`config.mk`:
```
export PLATFORM = sky130hd
export DESIGN_NAME = dmx_output_ctrl
export DESIGN_NICKNAME = d
export VERILOG_FILES = /design/src/dmx_pkg.sv /design/src/dmx_sync2.sv /design/src/dmx_fifo.sv /design/src/dmx_output_ctrl.sv
export SDC_FILE = /design/constraint.sdc
export NUM_CORES = 1
export LEC_CHECK = 0
export ABC_CLOCK_PERIOD_IN_PS = 3600
export BUFFER_PORTS_ARGS = -buffer_cell sky130_fd_sc_hd__buf_2
export CORE_ASPECT_RATIO = 1.25
export CORE_UTILIZATION = 43
export DETAILED_ROUTE_END_ITERATION = 12
export SYNTH_ARGS = -nofsm -noshare
export SYNTH_HDL_FRONTEND = slang
export SYNTH_SLANG_ARGS = --single-unit
```
`constraint.sdc`:
```
create_clock -name clock -period 3.6 [get_ports clock]
set_input_delay 0.36 -clock clock [delete_from_list [all_inputs] [get_ports clock]]
set_output_delay 0.36 -clock clock [all_outputs]
set_load 0.02 [all_outputs]
```
`src/dmx_pkg.sv`:
```
// Operation
// - Serialise four-to-one with ratio bit low, two-to-one with it high (up to 1.5 GHz).
// - In two-to-one operation ports C and D are ignored and may float.
// - Waveform selector: 00 hold, 01 narrow return-to-zero, 10 half return-to-zero, 11 RF.
// - An unconfigured waveform selector behaves as 11, the RF waveform.
// - Half return-to-zero shows each sample for half the period, zero after.
// - Narrow return-to-zero forces a one-clock zero pulse (75 ps rounded up to one clock) every period.
// - Synchronisation input is active high; the source raises it to request a restart.
// - Sampled-data clock is the master clock divided, factor chosen by two select bits.
// - Phase selector delays the sampled-data clock by value times half a master cycle.
// - Samples are offset binary; 1000000000 is the zero level.
package dmx_pkg;
  localparam int SAMPLE_W   = 10;
  localparam int NUM_PORTS  = 4;
  localparam int WORD_W     = SAMPLE_W * NUM_PORTS;
  localparam int FIFO_DEPTH = 8;
  localparam int AVS_ADDR_W = 4;
  localparam int DIV_W      = 6;

  localparam logic [AVS_ADDR_W-1:0] CTRL_ADDR = 4'h0;
  localparam logic [AVS_ADDR_W-1:0] STAT_ADDR = 4'h4;

  localparam int CTRL_EN_BIT    = 0;
  localparam int CTRL_MUX_BIT   = 1;
  localparam int CTRL_MODE_LSB  = 2;
  localparam int CTRL_OCDS_LSB  = 4;
  localparam int CTRL_PSS_LSB   = 6;
  localparam int STAT_UNDER_BIT = 0;
  localparam int STAT_OVER_BIT  = 1;
  localparam int STAT_EMPTY_BIT = 2;

  localparam logic [SAMPLE_W-1:0] MIDSCALE = 10'h200;
  localparam logic                MUX_4TO1 = 1'b0;
  localparam logic                MUX_2TO1 = 1'b1;
  localparam logic [1:0]          LAST_SLOT_4 = 2'h3;
  localparam logic [1:0]          LAST_SLOT_2 = 2'h1;
  // Half period of the sampled-data clock in clock cycles, before the division select
  localparam logic [DIV_W-1:0]    HALF_DIV_4 = 6'h08;
  localparam logic [DIV_W-1:0]    HALF_DIV_2 = 6'h04;

  // A sample lasts two clock cycles, so half a master cycle is one clock
  localparam int CLK_PERIOD_PS = 10000;
  localparam int RESHAPE_PS    = 75;
  localparam int RESHAPE_CYC   = (RESHAPE_PS / CLK_PERIOD_PS) < 1 ? 1 : RESHAPE_PS / CLK_PERIOD_PS;
  localparam int MAX_2TO1_MHZ  = 1500;

  typedef enum logic [1:0] {
    MODE_HOLD = 2'b00,
    MODE_NRTZ = 2'b01,
    MODE_RTZ  = 2'b10,
    MODE_RF   = 2'b11
  } dmx_mode_type;

  typedef enum logic [1:0] {
    SER_IDLE = 2'b01,
    SER_RUN  = 2'b10
  } dmx_ser_state_type;

  typedef struct packed {
    logic [2:0]   pss;
    logic [1:0]   ocds;
    dmx_mode_type mode;
    logic         mux_ratio;
    logic         enable;
  } dmx_ctrl_type;

  typedef logic [NUM_PORTS-1:0][SAMPLE_W-1:0] dmx_port_word_type;

  typedef struct packed {
    logic [SAMPLE_W-1:0] code;
    logic                zero_pulse;
    logic                sample_strobe;
  } dmx_dac_out_type;

  localparam dmx_ctrl_type CTRL_RESET = '{pss: 3'h0, ocds: 2'h0, mode: MODE_RF, mux_ratio: MUX_4TO1, enable: 1'b0};
endpackage

```
`src/dmx_sync2.sv`:
```
`timescale 1ns/1ps
module dmx_sync2 #(
  parameter int WIDTH = 1
) (
  input  wire logic             clock,
  input  wire logic             nrst,
  input  wire logic [WIDTH-1:0] d,
  output logic      [WIDTH-1:0] q
);
  typedef struct packed {
    logic [WIDTH-1:0] s1;
    logic [WIDTH-1:0] s2;
  } dmx_sync_state_type;

  dmx_sync_state_type s_q;
  dmx_sync_state_type s_d;

  always_comb
  begin
    s_d.s1 = d;
    s_d.s2 = s_q.s1;
  end

  always_ff @(posedge clock or negedge nrst)
  begin
    if (!nrst)
      s_q <= '0;
    else
      s_q <= s_d;
  end

  assign q = s_q.s2;
endmodule

```
`src/dmx_fifo.sv`:
```
`timescale 1ns/1ps
module dmx_fifo #(
  parameter int WIDTH = 40,
  parameter int DEPTH = 8
) (
  input  wire logic             clock,
  input  wire logic             nrst,
  input  wire logic             flush,
  input  wire logic             in_valid,
  output logic                  in_ready,
  input  wire logic [WIDTH-1:0] in_data,
  output logic                  out_valid,
  input  wire logic             out_ready,
  output logic      [WIDTH-1:0] out_data
);
  localparam int PTR_W = $clog2(DEPTH);
  localparam int CNT_W = $clog2(DEPTH + 1);
  localparam logic [PTR_W-1:0] PTR_LAST = PTR_W'(DEPTH - 1);
  localparam logic [CNT_W-1:0] CNT_FULL = CNT_W'(DEPTH);

  typedef struct packed {
    logic [DEPTH-1:0][WIDTH-1:0] mem;
    logic [PTR_W-1:0]            wptr;
    logic [PTR_W-1:0]            rptr;
    logic [CNT_W-1:0]            count;
  } dmx_fifo_state_type;

  dmx_fifo_state_type s_q;
  dmx_fifo_state_type s_d;
  logic               push;
  logic               pop;

  assign in_ready  = s_q.count != CNT_FULL;
  assign out_valid = s_q.count != '0;
  assign out_data  = s_q.mem[s_q.rptr];
  assign push      = in_valid & in_ready;
  assign pop       = out_valid & out_ready;

  always_comb
  begin
    s_d = s_q;
    if (push)
    begin
      s_d.mem[s_q.wptr] = in_data;
      s_d.wptr = (s_q.wptr == PTR_LAST) ? '0 : s_q.wptr + 1'b1;
    end
    if (pop)
      s_d.rptr = (s_q.rptr == PTR_LAST) ? '0 : s_q.rptr + 1'b1;
    if (push & ~pop)
      s_d.count = s_q.count + 1'b1;
    else if (pop & ~push)
      s_d.count = s_q.count - 1'b1;
    if (flush)
    begin
      s_d.wptr  = '0;
      s_d.rptr  = '0;
      s_d.count = '0;
    end
  end

  always_ff @(posedge clock or negedge nrst)
  begin
    if (!nrst)
      s_q <= '0;
    else
      s_q <= s_d;
  end
endmodule

```
`src/dmx_output_ctrl.sv`:
```
`timescale 1ns/1ps
module dmx_output_ctrl
  import dmx_pkg::*;
(
  input  wire logic                         clock,
  input  wire logic                         nrst,
  input  wire logic [dmx_pkg::AVS_ADDR_W-1:0] avs_address,
  input  wire logic                         avs_read,
  input  wire logic                         avs_write,
  input  wire logic [31:0]                  avs_writedata,
  output logic      [31:0]                  avs_readdata,
  output logic                              avs_waitrequest,
  input  wire logic                         link_clk_in,
  input  wire dmx_pkg::dmx_port_word_type   port_data,
  input  wire logic                         multi_device_sync_in,
  output dmx_pkg::dmx_dac_out_type          dac_out,
  output logic                              sampled_data_clock_out,
  output logic                              sampled_data_clock_out_n
);
  import dmx_pkg::*;

  typedef struct packed {
    dmx_ctrl_type        ctrl;
    logic                wrote_ctrl;
    logic [31:0]         rdata;
    logic                ack;
    logic                underrun;
    logic                overflow;
    logic                link_prev;
    logic                sync_prev;
    dmx_ser_state_type   st;
    logic [1:0]          slot;
    logic                half;
    dmx_port_word_type   cur;
    logic [SAMPLE_W-1:0] held;
    logic [1:0]          pulse_cnt;
    logic [DIV_W-1:0]    div_cnt;
    logic                dclk;
    logic [6:0]          tap;
    logic                clk_out;
    dmx_dac_out_type     out;
  } dmx_state_type;

  localparam dmx_state_type RESET_STATE = '{
    ctrl:    CTRL_RESET,
    st:      SER_IDLE,
    out:     '{code: MIDSCALE, zero_pulse: 1'b0, sample_strobe: 1'b0},
    default: '0
  };

  dmx_state_type                s_q;
  dmx_state_type                s_d;
  logic [WORD_W+1:0]            pins_s;
  logic                         lk;
  logic                         sy;
  logic                         lk_rise;
  logic                         sy_rise;
  dmx_port_word_type            data_s;
  logic                         push_valid;
  logic                         push_ready;
  dmx_port_word_type            push_data;
  logic                         pop;
  logic                         fifo_valid;
  dmx_port_word_type            fifo_data;
  logic                         req;
  logic [31:0]                  rd_mux;
  logic                         set_under;
  logic                         clr_under;
  logic                         clr_over;
  logic [1:0]                   last_slot;
  logic [DIV_W-1:0]             half_div;
  logic [SAMPLE_W-1:0]          smp;

  // Data, link clock and sync all come from the source's domain
  dmx_sync2 #(
    .WIDTH (WORD_W + 2)
  ) u_sync (
    .clock (clock),
    .nrst  (nrst),
    .d     ({multi_device_sync_in, link_clk_in, port_data}),
    .q     (pins_s)
  );

  assign sy      = pins_s[WORD_W+1];
  assign lk      = pins_s[WORD_W];
  assign data_s  = pins_s[WORD_W-1:0];
  assign lk_rise = lk & ~s_q.link_prev;
  assign sy_rise = sy & ~s_q.sync_prev;

  // Words arrive on the link clock edge; a full buffer drops the word and flags it
  assign push_valid = lk_rise & s_q.ctrl.enable;
  always_comb
  begin
    push_data = data_s;
    if (s_q.ctrl.mux_ratio == MUX_2TO1)
    begin
      push_data[2] = '0;
      push_data[3] = '0;
    end
  end

  dmx_fifo #(
    .WIDTH (WORD_W),
    .DEPTH (FIFO_DEPTH)
  ) u_fifo (
    .clock     (clock),
    .nrst      (nrst),
    .flush     (sy_rise),
    .in_valid  (push_valid),
    .in_ready  (push_ready),
    .in_data   (push_data),
    .out_valid (fifo_valid),
    .out_ready (pop),
    .out_data  (fifo_data)
  );

  assign req             = avs_read | avs_write;
  assign avs_waitrequest = req & ~s_q.ack;
  assign avs_readdata    = s_q.rdata;

  always_comb
  begin
    rd_mux = '0;
    if (avs_address == CTRL_ADDR)
    begin
      rd_mux[CTRL_EN_BIT]                    = s_q.ctrl.enable;
      rd_mux[CTRL_MUX_BIT]                   = s_q.ctrl.mux_ratio;
      rd_mux[CTRL_MODE_LSB+1:CTRL_MODE_LSB]  = s_q.ctrl.mode;
      rd_mux[CTRL_OCDS_LSB+1:CTRL_OCDS_LSB]  = s_q.ctrl.ocds;
      rd_mux[CTRL_PSS_LSB+2:CTRL_PSS_LSB]    = s_q.ctrl.pss;
    end
    else if (avs_address == STAT_ADDR)
    begin
      rd_mux[STAT_UNDER_BIT] = s_q.underrun;
      rd_mux[STAT_OVER_BIT]  = s_q.overflow;
      rd_mux[STAT_EMPTY_BIT] = ~fifo_valid;
    end
  end

  assign last_slot = (s_q.ctrl.mux_ratio == MUX_2TO1) ? LAST_SLOT_2 : LAST_SLOT_4;

  // Longer division only widens the half period by a power of two
  always_comb
  begin
    half_div = (s_q.ctrl.mux_ratio == MUX_2TO1) ? HALF_DIV_2 : HALF_DIV_4;
    case (s_q.ctrl.ocds)
      2'b01:   half_div = half_div << 1;
      2'b10:   half_div = half_div << 2;
      default: half_div = half_div;
    endcase
  end

  always_comb
  begin
    s_d                   = s_q;
    s_d.out.sample_strobe = 1'b0;
    pop                   = 1'b0;
    set_under             = 1'b0;
    smp                   = MIDSCALE;
    clr_under             = 1'b0;
    clr_over              = 1'b0;
    s_d.link_prev         = lk;
    s_d.sync_prev         = sy;

    // One wait state, then the answer stands at the edge that completes it
    s_d.ack = req & ~s_q.ack;
    if (req & ~s_q.ack)
      s_d.rdata = rd_mux;
    if (avs_write & s_q.ack)
    begin
      if (avs_address == CTRL_ADDR)
      begin
        s_d.wrote_ctrl     = 1'b1;
        s_d.ctrl.enable    = avs_writedata[CTRL_EN_BIT];
        s_d.ctrl.mux_ratio = avs_writedata[CTRL_MUX_BIT];
        s_d.ctrl.mode      = dmx_mode_type'(avs_writedata[CTRL_MODE_LSB+1:CTRL_MODE_LSB]);
        s_d.ctrl.ocds      = avs_writedata[CTRL_OCDS_LSB+1:CTRL_OCDS_LSB];
        s_d.ctrl.pss       = avs_writedata[CTRL_PSS_LSB+2:CTRL_PSS_LSB];
      end
      else if (avs_address == STAT_ADDR)
      begin
        clr_under = avs_writedata[STAT_UNDER_BIT];
        clr_over  = avs_writedata[STAT_OVER_BIT];
      end
    end

    if (s_q.pulse_cnt != 2'h0)
      s_d.pulse_cnt = s_q.pulse_cnt - 2'h1;

    unique case (s_q.st)
      SER_IDLE:
      begin
        s_d.half     = 1'b0;
        s_d.slot     = 2'h0;
        s_d.out.code = MIDSCALE;
        if (s_q.ctrl.enable)
          s_d.st = SER_RUN;
      end
      SER_RUN:
      begin
        if (!s_q.ctrl.enable)
          s_d.st = SER_IDLE;
        else if (!s_q.half)
        begin
          // A new word is fetched only at slot 0, so ports never mix across words
          if (s_q.slot == 2'h0)
          begin
            if (fifo_valid)
            begin
              pop     = 1'b1;
              smp     = fifo_data[0];
              s_d.cur = fifo_data;
            end
            else
              set_under = 1'b1;
          end
          else
            smp = s_q.cur[s_q.slot];
          if (!set_under)
            s_d.slot = (s_q.slot == last_slot) ? 2'h0 : s_q.slot + 2'h1;
          s_d.held              = smp;
          s_d.out.code          = smp;
          s_d.out.sample_strobe = 1'b1;
          if (s_q.ctrl.mode == MODE_NRTZ)
            s_d.pulse_cnt = 2'(RESHAPE_CYC);
          else
            s_d.pulse_cnt = 2'h0;
          s_d.half = 1'b1;
        end
        else
        begin
          s_d.half = 1'b0;
          unique case (s_q.ctrl.mode)
            MODE_HOLD: s_d.out.code = s_q.held;
            MODE_NRTZ: s_d.out.code = s_q.held;
            MODE_RTZ:  s_d.out.code = MIDSCALE;
            MODE_RF:   s_d.out.code = ~s_q.held;
          endcase
        end
      end
    endcase

    // Sampled-data clock divider and half-cycle phase taps
    if (!s_q.ctrl.enable)
    begin
      s_d.div_cnt = '0;
      s_d.dclk    = 1'b0;
    end
    else if (s_q.div_cnt >= half_div - 6'h01)
    begin
      s_d.div_cnt = '0;
      s_d.dclk    = ~s_q.dclk;
    end
    else
      s_d.div_cnt = s_q.div_cnt + 6'h01;
    s_d.tap = {s_q.tap[5:0], s_q.dclk};
    s_d.clk_out = (s_q.ctrl.pss == 3'h0) ? s_q.dclk : s_q.tap[3'(s_q.ctrl.pss - 3'h1)];

    // Restart pulls the divider and the serialiser back to a common phase
    if (sy_rise)
    begin
      s_d.div_cnt = '0;
      s_d.dclk    = 1'b0;
      s_d.half    = 1'b0;
      s_d.slot    = 2'h0;
    end

    // Set wins over a clear in the same cycle
    s_d.underrun       = (s_q.underrun & ~clr_under) | set_under;
    s_d.overflow       = (s_q.overflow & ~clr_over) | (push_valid & ~push_ready);
    s_d.out.zero_pulse = s_d.pulse_cnt != 2'h0;
  end

  always_ff @(posedge clock or negedge nrst)
  begin
    if (!nrst)
      s_q <= RESET_STATE;
    else
      s_q <= s_d;
  end

  assign dac_out                  = s_q.out;
  assign sampled_data_clock_out   = s_q.clk_out;
  assign sampled_data_clock_out_n = ~s_q.clk_out;
endmodule

```
Yosys cells after proc, flatten, opt, wreduce, memory -nomap -nowiden
Cells that the tools add are included.
Widths: inputs -> output; s select.
{"block": "totals", "inputBits": 82, "register_bits": 521, "out_inout_bits": 47}
{"block": "op_classes", "reduce_logical": 17, "addsub": 9, "muxes": 70, "n_bitwise": 28, "n_lt_le_gt_ge": 6, "eq_ne": 19}
{"op": "$bwmux 320", "count": 1}
{"op": "$mux 40", "count": 4}
{"op": "$bmux 40 s3", "count": 1}
{"op": "$demux 40 s3", "count": 1}
{"op": "$mux 10", "count": 6}
{"op": "$mux 55", "count": 1}
{"op": "$mux 52", "count": 1}
{"op": "$pmux 10 s3", "count": 1}
{"op": "$mux 1", "count": 26}
{"op": "$mux 3", "count": 7}
{"op": "$bmux 10 s2", "count": 1}
{"op": "$mux 20", "count": 1}
{"op": "$pmux 10 s2", "count": 1}
{"op": "$mux 2", "count": 8}
{"op": "$mux 7", "count": 2}
{"op": "$and 1x1->1", "count": 12}
{"op": "$lt 3x4->1 const B", "count": 3}
{"op": "$mux 4", "count": 3}
{"op": "$mux 6", "count": 2}
{"op": "$not 1->1", "count": 12}
{"op": "$pmux 6 s2", "count": 1}
{"op": "$not 10->10", "count": 1}
{"op": "$pmux 5 s2", "count": 1}
{"op": "$ne 3x3->1 const B", "count": 3}
{"op": "other kinds (32)", "count": 49}

Depth between registers and ports, before layout
{"block": "logic_depth", "depth_word": 11, "ltp_mapped": 12, "ltp_nobuf": 11}

Cells and area by module
Synthesis repeated with hierarchy kept, for this count alone.
{"block": "hier_totals", "hier_cells": 1493, "hier_area_um2": 22444.0}
{"mod": "dmx_fifo", "seq_area_each_um2": 8257.9, "area_per_inst_um2": 15080.7, "cells_each": 897, "instances": 1}
{"mod": "dmx_output_ctrl", "seq_area_each_um2": 2682.6, "area_per_inst_um2": 5261.3, "cells_each": 512, "instances": 1}
{"mod": "dmx_sync2", "seq_area_each_um2": 2102.0, "area_per_inst_um2": 2102.0, "cells_each": 84, "instances": 1}

Worst setup path after synthesis
Ideal clock, no wire load.
{"block": "synth_path", "path_kind": "register to register", "startpoint": "reg s_q[80] (netlist bit)", "endpoint": "reg u_fifo.s_q[3] (netlist bit)", "setup_ns": 0.079, "arrival_time_ns": 2.591, "stages_incl_launch_ff": 13, "n_path_buf": 2, "setup_slack_ns": 0.930, "path_cell_list": "dfrtp_1 -> buf_2 -> inv_1 -> ha_1 -> o41ai_4 -> or2_4 -> buf_6 -> nand2_1 -> ha_1 -> a21o_1 -> a21oi_1 -> mux2i_1 -> mux2i_1"}
{"block": "synth_between", "elab_chain_cells": 10}
{"item": "from (decl)", "line_no": "dmx_output_ctrl.sv:51", "text": "dmx_state_type s_q;"}
{"item": "from (signal assigned)", "line_no": "dmx_output_ctrl.sv:277", "text": "s_q <= RESET_STATE;"}
{"item": "from (signal assigned)", "line_no": "dmx_output_ctrl.sv:279", "text": "s_q <= s_d;"}
{"item": "$logic_not 2->1 *", "line_no": "dmx_output_ctrl.sv:206", "text": "if (s_q.slot == 2'h0)"}
{"item": "$mux 1 *", "line_no": "dmx_output_ctrl.sv:206"}
{"item": "$mux 1 *", "line_no": "dmx_output_ctrl.sv:203", "text": "else if (!s_q.half)"}
{"item": "$mux 1 *", "line_no": "dmx_output_ctrl.sv:201", "text": "if (!s_q.ctrl.enable)"}
{"item": "$mux 1 *", "line_no": "dmx_output_ctrl.sv:190", "text": "unique case (s_q.st)"}
{"item": "$and 1x1->1 *", "line_no": "dmx_fifo.sv:37", "text": "assign pop = out_valid & out_ready;"}
{"item": "$not 1->1", "line_no": "dmx_fifo.sv:49", "text": "if (push & ~pop)"}
{"item": "$and 1x1->1", "line_no": "dmx_fifo.sv:49"}
{"item": "$mux 4", "line_no": "dmx_fifo.sv:49"}
{"item": "$mux 10", "line_no": "dmx_fifo.sv:53", "text": "if (flush)"}
{"item": "to (signal assigned)", "line_no": "dmx_fifo.sv:64", "text": "s_q <= '0;"}
{"item": "to (signal assigned)", "line_no": "dmx_fifo.sv:66", "text": "s_q <= s_d;"}
{"item": "to (decl)", "line_no": "dmx_fifo.sv:28", "text": "dmx_fifo_state_type s_q;"}
Every way passes the cells marked *; elsewhere a longest branch is shown, timed or not.
A chain may end at the register's enable or synchronous reset.

Final worst setup path
{"block": "layout_path", "startpoint": "reg u_fifo.s_q[1] (netlist bit)", "endpoint": "reg u_fifo.s_q[3] (netlist bit)"}
{"block": "layout_between", "elab_chain_cells": 11}
{"item": "$reduce_bool 4->1", "line_no": "dmx_fifo.sv:34", "text": "assign out_valid = s_q.count != '0;"}
{"item": "$mux 1", "line_no": "dmx_output_ctrl.sv:208", "text": "if (fifo_valid)"}
{"item": "$mux 1", "line_no": "dmx_output_ctrl.sv:206"}
{"item": "$mux 1", "line_no": "dmx_output_ctrl.sv:203"}
{"item": "$mux 1", "line_no": "dmx_output_ctrl.sv:201"}
{"item": "$mux 1", "line_no": "dmx_output_ctrl.sv:190"}
{"item": "$and 1x1->1", "line_no": "dmx_fifo.sv:37"}
{"item": "$not 1->1", "line_no": "dmx_fifo.sv:49"}
{"item": "$and 1x1->1", "line_no": "dmx_fifo.sv:49"}
{"item": "$mux 4", "line_no": "dmx_fifo.sv:49"}
{"item": "$mux 10", "line_no": "dmx_fifo.sv:53"}
Several ways; a longest one is shown, not always the timed one. The select of a mux whose other input is x is not followed.

==> metrics.md <==
| Metric | Value |
|---|---|
| # rows | 92 |
| First-pass GRT wire length | 76300 um |
| Worst-Skew Late Latency | 0.60 ns |
| Area fraction of the dominant cell type after synthesis | 59.1% |
| CTS resizes | 0 |
| Min-Delay Path Class | in2reg |
| CTS tree | yes |
| CP endpoint kind | flop |
| Synthesized instance count | 1652 |
| Top_reg_cell synth | dfrtp_1 |
| IO Port Bufs | 82 |
| Layout cells sized above 1 | 27.3% |
| Slew Viols, Final | 0 |
| GRT busiest layer | met2 |
| CTS root buf | clkbuf_16 |
| # Max-Cap Violations | 0 |
| Setup Crit Path Kind | reg2reg |
| Worst slew pin tran | 0.940 ns |
| Nets | 1854 |
| Slowest-stage cell, CP | nor4b_2 |
| Total of fill cells in the finished design | 4366 |
| CP most frequent cell | mux2i_1 |
| Period utilisation layout | 77.6% |
| Hold WS | 0.0233 ns |
| Setup-failing EPs final | 0 |
| CTS H-tree depth | 2 |
| CTS buffer count | 52 |
| Post-synthesis register bit count | 521 |
| HPWL Detailed | 28400 um |
| Iteration count of the initial detailed-routing pass | 6 |
| Post-Syn Area | 21900 um2 |
| GR Layer Usage met1 | 25.3% |
| Initial DRC Count | 739 |
| CP Launch Type | flop |
| Core region area | 50300 um2 |
| Critical Path RT | 4.12 ns |
| Largest net degree at the start of global routing | 93 |
| Via count | 12900 |
| Antenna violations before repair | 0 |
| RePlAce Congestion | 0.739 |
| P per Cell Area | 613 nW/um2 |
| Peak VDD IR | 392 uV |
| Gr usage total | 19.0% |
| Met2 Use GR | 32.1% |
| Die W | 204 um |
| Antenna Nets Post-Route | 0 |
| Final WL | 47000 um |
| Final hold vios | 0 |
| Largest delay share family, worst path | simple AND/OR/NAND/NOR gates |
| Initial core utilization | 43.5% |
| Static leakage | 11.5 nW |
| FF+latch area | 13000 um2 |
| Clk slew on worst S/H paths | 0.06 ns |
| EDFF count, synth | 0 |
| Status | complete, no violations |
| Congestion Overflow GR | 0 |
| Post-synthesis sequential area ratio | 59.6% |
| Max Fanout on Critical Path | 10 |
| Pwr Total | 15.3 mW |
| GR Util met3 | 2.93% |
| Worst Skew | 0.0207 ns |
| Setup TNS | 0 ns |
| CP bufs+invs | 0 |
| Top post-synthesis cells by area | dfrtp_1, mux4_2, mux2_2, o21ai_0, nand2_1 |
| Drt wl/cell | 19.2 um |
| Avg Synthesized Cell Area | 13.3 um2 |
| Final std cells w/o fill | 2452 |
| Routed vias/inst | 5.28 |
| WP data arrival | 3.32 ns |
| Post-Place Cells | 2306 |
| Rel. slew slack | 37.0% |
| Area grow syn2layout | 14.1% |
| RSZ-0062 raised after global routing | false |
| Most frequent cell after synthesis | dfrtp_1 |
| Post-synth top area cell | dfrtp_1 |
| Largest buffer count on any clock path | 3 |
| Vias in the first global route | 13500 |
| FFs w/ async S/R, synth | 100% |
| Vertical die dimension | 254 um |
| FMAX | 358 MHz |
| Full die area | 51800 um2 |
| CP max stage delay | 0.77 ns |
| Crit path time final | 2.79 ns |
| DRC | 0 |
| Area of the multi-input gates | 7970 um2 |
| Critical path, cell by cell | nor4b_2 -> nor2_1 -> nand2_1 -> ha_1 -> a21o_1 -> a21oi_1 -> mux2i_1 -> mux2i_1 |
| Most frequent cells after synthesis | dfrtp_1, nand2_1, o21ai_0 |
| Final Core Density | 49.7% |
| Ports | 129 |
| Distinct cells, synth | 58 |
| Clk sinks | 521 |
| ANT cells | 0 |
| Syn. warnings | 0 |
worst register-to-register path: stages (launching register included):
cell	delay, ns
dfrtp_1	0.48
nor4b_2	0.77
nor2_1	0.23
nand2_1	0.18
ha_1	0.24
a21o_1	0.18
a21oi_1	0.18
mux2i_1	0.26
mux2i_1	0.20
metal layers:
| metal | up-vias | wire length [um] |
|---|---|---|
| li1 | 5967 | - |
| met1 | 6631 | 20400 |
| met2 | 262 | 23600 |
| met3 | 78 | 1980 |
| met4 | 0 | 998 |
| met5 | - | 0 |
cell families after synthesis:
family	share of synthesized area, %
xor+xnor	0.360
mux	20.5
other cells	0.0171
buf+inv	4.46
fa+ha+maj	1.12
flops	59.6
simple gates	7.04
compound gates	6.97
state kept, by name, summed over array words and instances (netlist names):
| name | flops |
|---|---|
| u_fifo.s_q | 330 |
| s_q | 78 |
| u_sync.q | 42 |
| u_sync.s_d | 42 |
| dac_out | 12 |
| avs_readdata | 9 |
| s_d | 7 |
| sampled_data_clock_out | 1 |
layout make-up:
class	instances	area share, %
multi-input cells	987	31.9
clock buffers	78	6.20
flip-flops and latches	521	52.2
well taps	658	3.29
inverters	18	0.270
repair buffers	173	5.33
clock inverters	17	0.786
power by group:
group          switching (mW)  internal [mW]
registers               0.493           6.52
logic                    1.46           1.33
clock network            2.25           3.25
total                    4.20           11.1
worst paths after layout:
kind	startpoint	end	slack [ns]	depth (start not counted)
min in group asynchronous	nrst	u_fifo.s_q[250]$_DFFE_PN0P_	0.36	2
max reg2reg	u_fifo.s_q[1]$_DFFE_PN0P_	u_fifo.s_q[3]$_DFFE_PN0P_	0.81	8
max in group asynchronous	nrst	u_sync.q[29]$_DFF_PN0_	2.22	3
max	u_fifo.s_q[1]$_DFFE_PN0P_	u_fifo.s_q[3]$_DFFE_PN0P_	0.81	8
min	avs_writedata[1]	s_q[123]$_DFFE_PN0P_	0.02	3
min reg2reg	u_sync.s_d[15]$_DFF_PN0_	u_sync.q[15]$_DFF_PN0_	0.33	0
per-stage QoR:
step	area, um2	setup slack (ns)
6_report	25000	0.806
5_1_grt	25000	0.605
4_1_cts	25000	0.856
3_5_place_dp	22700	0.867
3_3_place_gp	22700	0.927
2_1_floorplan	22000	0.930
placed cells by master, fill, tap and decap left out, types with 23 or more instances in the layout:
cell	count
buf_2	81
buf_4	32
clkbuf_16	53
conb_1	23
dfrtp_1	514
dlygate4sd3_1	51
mux2_2	174
mux2i_1	47
mux4_2	91
nand2_1	251
nor2_1	27
o21ai_0	213
repair_timing:
action	CTS	global route
endpoints found under the hold margin	129	0
buffers inserted	0	0
hold buffers	51	0
Power figures use the tool's default switching activity.
